File: src/rsab_pkg.sv
`default_nettype none
package rsab_pkg;
   localparam int ADDR_W = 8;
   localparam int DATA_W = 32;
   localparam int SS_W = 15;
   localparam int CNT_W = 16;
   localparam int MASK_W = 4;
   localparam int ALARM_NUM = 2;
   localparam int BKP_NUM = 20;
   localparam int TAMPER_NUM = 3;
   localparam int IDX_W = 5;
   localparam int ST_W = 3;
   // Register byte offsets
   localparam logic [7:0] OFS_ALARM_A = 8'h44;
   localparam logic [7:0] OFS_ALARM_B = 8'h48;
   localparam logic [7:0] OFS_OPTION = 8'h4C;
   localparam logic [7:0] OFS_BKP_FIRST = 8'h50;
   localparam logic [7:0] OFS_BKP_LAST = 8'h9C;
   localparam logic [7:0] OFS_STATUS = 8'hA0;
   localparam logic [7:0] OFS_CLEAR = 8'hA4;
   localparam logic [7:0] OFS_ENABLE = 8'hA8;
   // Field positions
   localparam int MASK_LSB = 24;
   localparam int MASK_MSB = 27;
   localparam int SSV_MSB = 14;
   localparam int OPT_TYPE_BIT = 0;
   localparam int ST_ALARM_A = 0;
   localparam int ST_ALARM_B = 1;
   localparam int ST_ERASED = 2;
   // Reset values
   localparam logic [MASK_W-1:0] MASK_RESET = 4'h0;
   localparam logic [SS_W-1:0] SSV_RESET = 15'h0000;
   localparam logic OPT_RESET = 1'b0;
   localparam logic [DATA_W-1:0] BKP_RESET = 32'h00000000;
   localparam logic [ST_W-1:0] ST_RESET = 3'h0;
   localparam logic [DATA_W-1:0] RD_IDLE = 32'h00000000;

   typedef struct packed
   {
      logic wr;
      logic rd;
      logic [ADDR_W-1:0] addr;
      logic [DATA_W-1:0] wdata;
   } rsab_bus_req_type;

   typedef struct packed
   {
      logic [MASK_W-1:0] mask_count;
      logic [SS_W-1:0] match_value;
   } rsab_alarm_ss_type;
endpackage
`default_nettype wire

File: src/rsab_top.sv
// The strobed register port was chosen for this implementation.
`timescale 1ns/10ps
`default_nettype none
module rsab_top
#(
   parameter int BKP_WORDS = rsab_pkg::BKP_NUM,
   parameter int TAMPER_INPUTS = rsab_pkg::TAMPER_NUM
)
(
   input wire logic i_ref_clk,
   input wire logic i_reset,
   input wire logic i_backup_reset,
   input wire rsab_pkg::rsab_bus_req_type i_bus,
   output logic [rsab_pkg::DATA_W-1:0] o_rdata,
   input wire logic [rsab_pkg::CNT_W-1:0] i_subsecond_sync_counter,
   input wire logic i_second_tick,
   input wire logic [rsab_pkg::ALARM_NUM-1:0] i_fields_match,
   output logic [rsab_pkg::ALARM_NUM-1:0] o_alarm_match,
   input wire logic [TAMPER_INPUTS-1:0] i_tamper_event,
   input wire logic [TAMPER_INPUTS-1:0] i_tamper_no_erase,
   output logic o_alarm_pin_out,
   output logic o_alarm_pin_oe,
   output logic o_irq
);

   ////////////////////////////////////////////////////////////////////
   // Decode helpers

   function automatic logic reg_hit
   (
      input logic [rsab_pkg::ADDR_W-1:0] addr,
      input logic [rsab_pkg::ADDR_W-1:0] ofs
   );
      reg_hit = (addr == ofs);
   endfunction

   // Mask of the low n bits; n of zero gives no bits
   function automatic logic [rsab_pkg::SS_W-1:0] ss_mask
   (
      input logic [rsab_pkg::MASK_W-1:0] n
   );
      logic [15:0] full;
      full = 16'hFFFF >> (5'h10 - {1'b0, n});
      ss_mask = full[rsab_pkg::SS_W-1:0];
   endfunction

   ////////////////////////////////////////////////////////////////////
   // Address decode

   wire logic wr_en;
   wire logic rd_en;
   wire logic sel_option;
   wire logic sel_status;
   wire logic sel_clear;
   wire logic sel_enable;
   wire logic sel_bkp;
   wire logic [rsab_pkg::ADDR_W-1:0] bkp_off;
   wire logic [rsab_pkg::IDX_W-1:0] bkp_idx;

   assign wr_en = i_bus.wr;
   assign rd_en = i_bus.rd;
   assign sel_option = reg_hit(i_bus.addr, rsab_pkg::OFS_OPTION);
   assign sel_status = reg_hit(i_bus.addr, rsab_pkg::OFS_STATUS);
   assign sel_clear = reg_hit(i_bus.addr, rsab_pkg::OFS_CLEAR);
   assign sel_enable = reg_hit(i_bus.addr, rsab_pkg::OFS_ENABLE);
   assign bkp_off = i_bus.addr - rsab_pkg::OFS_BKP_FIRST;
   assign bkp_idx = bkp_off[6:2];
   assign sel_bkp = (i_bus.addr >= rsab_pkg::OFS_BKP_FIRST)
                 && (i_bus.addr <= rsab_pkg::OFS_BKP_LAST)
                 && (i_bus.addr[1:0] == 2'h0)
                 && (32'(bkp_idx) < BKP_WORDS);

   ////////////////////////////////////////////////////////////////////
   // Sub-second alarm comparators

   logic [rsab_pkg::DATA_W-1:0] alarm_rd [0:rsab_pkg::ALARM_NUM-1];
   logic [rsab_pkg::ALARM_NUM-1:0] alarm_hit;
   logic [rsab_pkg::MASK_W-1:0] alarm_mask [0:rsab_pkg::ALARM_NUM-1];

   genvar ga;
   generate
      for (ga = 0; ga < rsab_pkg::ALARM_NUM; ga++)
      begin : gen_alarm
         rsab_pkg::rsab_alarm_ss_type alarm_reg;
         logic cond_prev_reg;
         logic pulse_reg;
         wire logic sel;
         wire logic ss_hit;
         wire logic cond;
         wire logic [rsab_pkg::ADDR_W-1:0] ofs;

         assign ofs = (ga == 0) ? rsab_pkg::OFS_ALARM_A : rsab_pkg::OFS_ALARM_B;
         assign sel = reg_hit(i_bus.addr, ofs);
         // Only the low fifteen counter bits reach the compare
         assign ss_hit = ((i_subsecond_sync_counter[rsab_pkg::SSV_MSB:0]
                          ^ alarm_reg.match_value)
                          & ss_mask(alarm_reg.mask_count)) == 15'h0000;
         assign cond = (alarm_reg.mask_count == rsab_pkg::MASK_RESET)
                     ? (i_second_tick && i_fields_match[ga])
                     : (ss_hit && i_fields_match[ga]);
         // A match holds for a whole prescaler step; flag only its start
         assign alarm_hit[ga] = cond && !cond_prev_reg;
         assign o_alarm_match[ga] = pulse_reg;
         assign alarm_mask[ga] = alarm_reg.mask_count;
         // Reserved bits are not stored and read back as zero
         assign alarm_rd[ga] = {4'h0, alarm_reg.mask_count, 9'h000, alarm_reg.match_value};

         always_ff @(posedge i_ref_clk or posedge i_reset)
         begin
            if (i_reset)
            begin
               alarm_reg <= {rsab_pkg::MASK_RESET, rsab_pkg::SSV_RESET};
               cond_prev_reg <= 1'b0;
               pulse_reg <= 1'b0;
            end
            else
            begin
               if (wr_en && sel)
               begin
                  alarm_reg <= {i_bus.wdata[rsab_pkg::MASK_MSB:rsab_pkg::MASK_LSB],
                                i_bus.wdata[rsab_pkg::SSV_MSB:0]};
               end
               cond_prev_reg <= cond;
               pulse_reg <= alarm_hit[ga];
            end
         end
      end
   endgenerate

   ////////////////////////////////////////////////////////////////////
   // Backup words, held in the backup power domain

   logic [rsab_pkg::DATA_W-1:0] bkp_word [0:BKP_WORDS-1];
   wire logic tamper_erase;

   assign tamper_erase = |(i_tamper_event & ~i_tamper_no_erase);

   genvar gb;
   generate
      for (gb = 0; gb < BKP_WORDS; gb++)
      begin : gen_bkp
         logic [rsab_pkg::DATA_W-1:0] word_reg;
         wire logic wr_sel;

         assign wr_sel = wr_en && sel_bkp && (32'(bkp_idx) == gb);
         assign bkp_word[gb] = word_reg;

         // Cleared only by the backup domain's own reset or a tamper erase, never by i_reset
         always_ff @(posedge i_ref_clk or posedge i_backup_reset)
         begin
            if (i_backup_reset)
            begin
               word_reg <= rsab_pkg::BKP_RESET;
            end
            else if (tamper_erase)
            begin
               // Erase beats a write in the same cycle, so no secret survives
               word_reg <= rsab_pkg::BKP_RESET;
            end
            else if (wr_sel)
            begin
               word_reg <= i_bus.wdata;
            end
         end
      end
   endgenerate

   ////////////////////////////////////////////////////////////////////
   // Option, status, enable

   logic option_reg;
   logic [rsab_pkg::ST_W-1:0] status_reg;
   logic [rsab_pkg::ST_W-1:0] enable_reg;
   logic [rsab_pkg::DATA_W-1:0] rdata_reg;
   wire logic [rsab_pkg::ST_W-1:0] status_set;
   wire logic [rsab_pkg::ST_W-1:0] status_clr;
   wire logic [rsab_pkg::ST_W-1:0] status_next;
   wire logic alarm_level;

   assign status_set = {tamper_erase, alarm_hit[1], alarm_hit[0]};
   assign status_clr = (wr_en && sel_clear) ? i_bus.wdata[rsab_pkg::ST_W-1:0] : 3'h0;
   // Set wins over clear so no event is lost
   assign status_next = (status_reg & ~status_clr) | status_set;
   assign o_irq = |(status_reg & enable_reg);

   // Pin is active low; open-drain only sinks, push-pull drives both levels
   assign alarm_level = status_reg[rsab_pkg::ST_ALARM_A] || status_reg[rsab_pkg::ST_ALARM_B];
   assign o_alarm_pin_out = option_reg ? !alarm_level : 1'b0;
   assign o_alarm_pin_oe = option_reg ? 1'b1 : alarm_level;

   always_ff @(posedge i_ref_clk or posedge i_reset)
   begin
      if (i_reset)
      begin
         option_reg <= rsab_pkg::OPT_RESET;
         status_reg <= rsab_pkg::ST_RESET;
         enable_reg <= rsab_pkg::ST_RESET;
      end
      else
      begin
         if (wr_en && sel_option)
         begin
            option_reg <= i_bus.wdata[rsab_pkg::OPT_TYPE_BIT];
         end
         if (wr_en && sel_enable)
         begin
            enable_reg <= i_bus.wdata[rsab_pkg::ST_W-1:0];
         end
         status_reg <= status_next;
      end
   end

   ////////////////////////////////////////////////////////////////////
   // Read path

   wire logic [rsab_pkg::DATA_W-1:0] rd_mux;

   assign rd_mux = reg_hit(i_bus.addr, rsab_pkg::OFS_ALARM_A) ? alarm_rd[0]
                 : reg_hit(i_bus.addr, rsab_pkg::OFS_ALARM_B) ? alarm_rd[1]
                 : sel_option ? {31'h00000000, option_reg}
                 : sel_bkp ? bkp_word[bkp_idx]
                 : sel_status ? {29'h00000000, status_reg}
                 : sel_enable ? {29'h00000000, enable_reg}
                 : rsab_pkg::RD_IDLE;
   assign o_rdata = rdata_reg;

   // Data stand for one cycle only, zero otherwise
   always_ff @(posedge i_ref_clk or posedge i_reset)
   begin
      if (i_reset)
      begin
         rdata_reg <= rsab_pkg::RD_IDLE;
      end
      else
      begin
         rdata_reg <= rd_en ? rd_mux : rsab_pkg::RD_IDLE;
      end
   end
endmodule // rsab_top
`default_nettype wire

File: config.mk
export PLATFORM = sky130hd
export DESIGN_NAME = rsab_top
export DESIGN_NICKNAME = d
export VERILOG_FILES = /design/src/rsab_pkg.sv /design/src/rsab_top.sv
export SDC_FILE = /design/constraint.sdc
export NUM_CORES = 2
export LEC_CHECK = 0
export ABC_CLOCK_PERIOD_IN_PS = 21800
export BUFFER_PORTS_ARGS = -buffer_cell sky130_fd_sc_hd__buf_2
export CORE_ASPECT_RATIO = 0.6
export CORE_MARGIN = 3
export CORE_UTILIZATION = 40
export CTS_CLUSTER_DIAMETER = 30
export DETAILED_ROUTE_END_ITERATION = 10
export REMOVE_ABC_BUFFERS = 1
export SYNTH_ARGS = -nofsm -noshare
export SYNTH_HDL_FRONTEND = slang
export SYNTH_SLANG_ARGS = --single-unit
export TNS_END_PERCENT = 50
File: constraint.sdc
create_clock -name i_ref_clk -period 21.8 [get_ports i_ref_clk]
set_input_delay 2.18 -clock i_ref_clk [delete_from_list [all_inputs] [get_ports i_ref_clk]]
set_output_delay 2.18 -clock i_ref_clk [all_outputs]
set_load 0.01 [all_outputs]
==> flow_summary.toml <==
[outcome]
outcome = "finished, final reports clean"

[placed_design]
gpl.final_weighted_congestion = 0.833
io_buffers = 105
dp.final_hpwl_mm = 58.8
dpl-instance-area_mm2 = 0.0362

[pwr]
cell_leakage_power_uw = 0.0164
peakVddDrop_uv = 58.1
p_int_uw = 2590
netSwitchingFraction_pct = 24.9
net-switching-power_uw = 856
power.density_mw_per_mm2 = 85.7
pwr-share-clk_pct = 55.1
p_comb_share_pct = 5.7
p_total_uw = 3440
seqPwrFrac_pct = 39.2

[clock_network]
post_cts_hold_buffer_count = 0
htree_levels = 3
ctsRootBufferMaster = "sky130_fd_sc_hd__clkbuf_16"
postCtsSetupBuffers = 0
cts_inserted_buffers = 110
cts.sink_count = 721
cts.path.max_buffers = 3
clkLatencyLatePin_ns = 0.69
clkTransAtPathRegs_ns = 0.06
post_cts_sizing = 0
tritoncts = "yes"

[die]
dieArea_mm2 = 0.0917
rows = 83
design.portCount = 107
initial_core_util_pct = 40.8
die_width_um = 389
placeableCoreArea_mm2 = 0.0864
die_h_um = 236

[global_routing]
grt_start_max_net_pins = 246
grt_antenna_before_repair = 7
grt_overflow = 0
via_count_of_the_first_global_routing_pass = 25350
grt_first_pass_wirelength_mm = 164
grtUsageTotal_pct = 23.4

[timing]
fin_hold_ws_ns = 0.498
tightest_slew_ns = 1.49
rsz0062_at_grt = "no"
achievable-frequency_mhz = 162
timing_max_transition_violations_final = 0
period_minus_slack_ns = 6.19
timing_hold_violations_final = 0
final_min_period_over_clock_period_pct = 28.4
timing.final.setup_violations = 0
timing.setup.tns_ns = 0
timing.clock.skew_ns = 0.0319
relSlewSlack_pct = 0.806

[synthesis]
asyncSetResetFlopFracSynth_pct = 100
synthDominantCellAreaShare_pct = 51.2
synth_largest_area_cell = "sky130_fd_sc_hd__dfrtp_1"
yosysWarningCount = 0
post-synth-top-count-cell = "sky130_fd_sc_hd__nand2_1"
synthDistinctLibCells = 66
syn_area_mm2 = 0.0352
dominantRegCellSynth = "sky130_fd_sc_hd__dfrtp_1"
synth-edff-count = 0
syn-instance-count = 3252
synthesis.area_per_instance_um2 = 10.8
ffs_latches_synth = 721
synth.cells.most_frequent = "sky130_fd_sc_hd__nand2_1 (726), sky130_fd_sc_hd__dfrtp_1 (721), sky130_fd_sc_hd__a21oi_1 (393), sky130_fd_sc_hd__nor2_1 (330), sky130_fd_sc_hd__mux2i_1 (289)"
synthTopCellsByArea = "sky130_fd_sc_hd__dfrtp_1 (51%), sky130_fd_sc_hd__mux4_2 (12%), sky130_fd_sc_hd__mux2i_1 (8.2%)"
synth.yosys.seq_area_share_pct = 51.2

[setup_path]
critical_path.reg2reg.endpoint = "status_reg[0]"
register_to_register_setup_slack_ns = 19.03
setup.worst_path.end = "gen_bkp[6].word_reg[12]"
crit_path_start = "i_bus[35]"
worstSetupPathType = "primary input to flip-flop"
worstSetupEndpointType = "flip-flop"
reg2reg_from = "alarm_mask[5]"
setup.worst_path.start_class = "primary input"
r2r_cells = 9
cp_data_required_time_ns = 22.31
timing.critical_path.fanout_max = 49
worstPathArrival_ns = 6.70

[routing]
drc = 0
ant_nets = 0
dr.pass1.iters = 6
first_iter_violations = 2806
via_per_inst = 5.69
vias = 25339
route.detailed.wl_per_inst_um = 24.0
totalWireLength_mm = 107

[cells_and_area]
n_fill_cell = 7976
largest_reg_flops = 640
post-route-cell-area_mm2 = 0.0402
area_added_between_synthesis_and_finish_pct = 14.2
layout_cell_share_with_drive_strength_beyond_1_pct = 19.2
nets = 3294

[run]
number_of_maximum_capacitance_violations = 0

[hold_path]
hold_path_startpoint = "gen_alarm[0].cond_prev_reg"
hold_path.class = "flip-flop to flip-flop"
## per-stage QoR
step / std cells / utilization, % / setup WS (ns)
finish: 4456 / 46.5 / 15.61
global route: 4455 / 46.5 / 15.49
CTS: 4455 / 46.5 / 15.68
detailed placement: 4247 / 41.9 / 14.96
global placement: 4247 / 41.9 / 14.97
floorplan: 2938 / - / -4.75
## kinds of logic after synthesis
family / share of synthesized area, %
and+or+nand+nor: 13.5
DFF: 51.2
muxes: 21.7
AOI/OAI and AO/OA: 7.64
buffers and inverters: 4.62
xor gates and xnor gates: 0.867
adders and majority gates: 0.426
## power groups by stage
| stage | clock network, uW | logic, uW | registers, uW |
|---|---|---|---|
| after global placement | 0 | 197 | 1370 |
| after detailed placement | 0 | 196 | 1370 |
| after floorplan | 0 | 100 | 1370 |
| after global routing | 1990 | 213 | 1350 |
| after CTS | 1920 | 197 | 1350 |
| final | 1900 | 196 | 1350 |
## layout by cell type (no fill, tap or decap), drive strengths merged, types with 2 or more instances in the layout
cell type / synthesis / final
a21oi: 394 / 394
a22oi: 15 / 15
a2bb2oi: 2 / 2
and2: 5 / 5
and3: 4 / 4
buf: 160 / 161
bufinv: 0 / 17
clkbuf: 154 / 133
clkinv: 0 / 21
clkinvlp: 0 / 14
dfrtp: 721 / 721
ha: 12 / 12
inv: 21 / 45
mux2: 39 / 39
mux2i: 289 / 289
mux4: 191 / 191
nand2: 726 / 726
nand2b: 4 / 4
nand3: 21 / 21
nand4: 16 / 16
nor2: 330 / 330
nor2b: 7 / 7
nor3: 11 / 11
nor4: 13 / 13
o21ai: 16 / 16
o221a: 2 / 2
o221ai: 17 / 17
o22a: 15 / 15
o22ai: 7 / 7
o31ai: 2 / 2
or2: 2 / 2
or3: 3 / 3
xnor2: 26 / 26
xor2: 8 / 8
## worst max-delay path, cell delays in order
cell and delay (ns):
sky130_fd_sc_hd__clkbuf_8 0.38, sky130_fd_sc_hd__buf_4 0.64, sky130_fd_sc_hd__buf_4 0.74, sky130_fd_sc_hd__nor2b_2 0.27
sky130_fd_sc_hd__buf_4 0.34, sky130_fd_sc_hd__nand4_1 0.20, sky130_fd_sc_hd__nor3_4 0.76, sky130_fd_sc_hd__buf_4 0.70
sky130_fd_sc_hd__mux2i_1 0.27, sky130_fd_sc_hd__nor2_1 0.06
## worst min path at each step
stage                                to  depth (start not counted)
2_1_floorplan             enable_reg[0]                          2
3_3_place_gp     gen_alarm[0].pulse_reg                          2
3_5_place_dp     gen_alarm[0].pulse_reg                          2
4_1_cts          gen_alarm[0].pulse_reg                          2
5_1_grt        gen_bkp[17].word_reg[12]                          2
6_report         gen_alarm[0].pulse_reg                          2
## per-layer routing
metal | up-vias | wire length [um] | GRT usage, %
li1 | 11178 | - | -
met1 | 12927 | 48100 | 35.2
met2 | 1040 | 45700 | 33.0
met3 | 190 | 10600 | 6.88
met4 | 4 | 2500 | 5.79
met5 | - | 14 | 0
## cell type report
| cell class | count | area [um2] | area share [%] |
|---|---|---|---|
| tap | 1147 | 1440 | 3.57 |
| sequential | 721 | 18000 | 44.9 |
| timing repair buffer | 162 | 1010 | 2.51 |
| multi-input combinational | 2196 | 15600 | 38.9 |
| clock inverter | 76 | 1000 | 2.49 |
| antenna | 1 | 2.50 | 0.00623 |
| clock buffer | 132 | 3000 | 7.46 |
| inverter | 21 | 88.8 | 0.221 |
(Power assumes the default switching activity.)
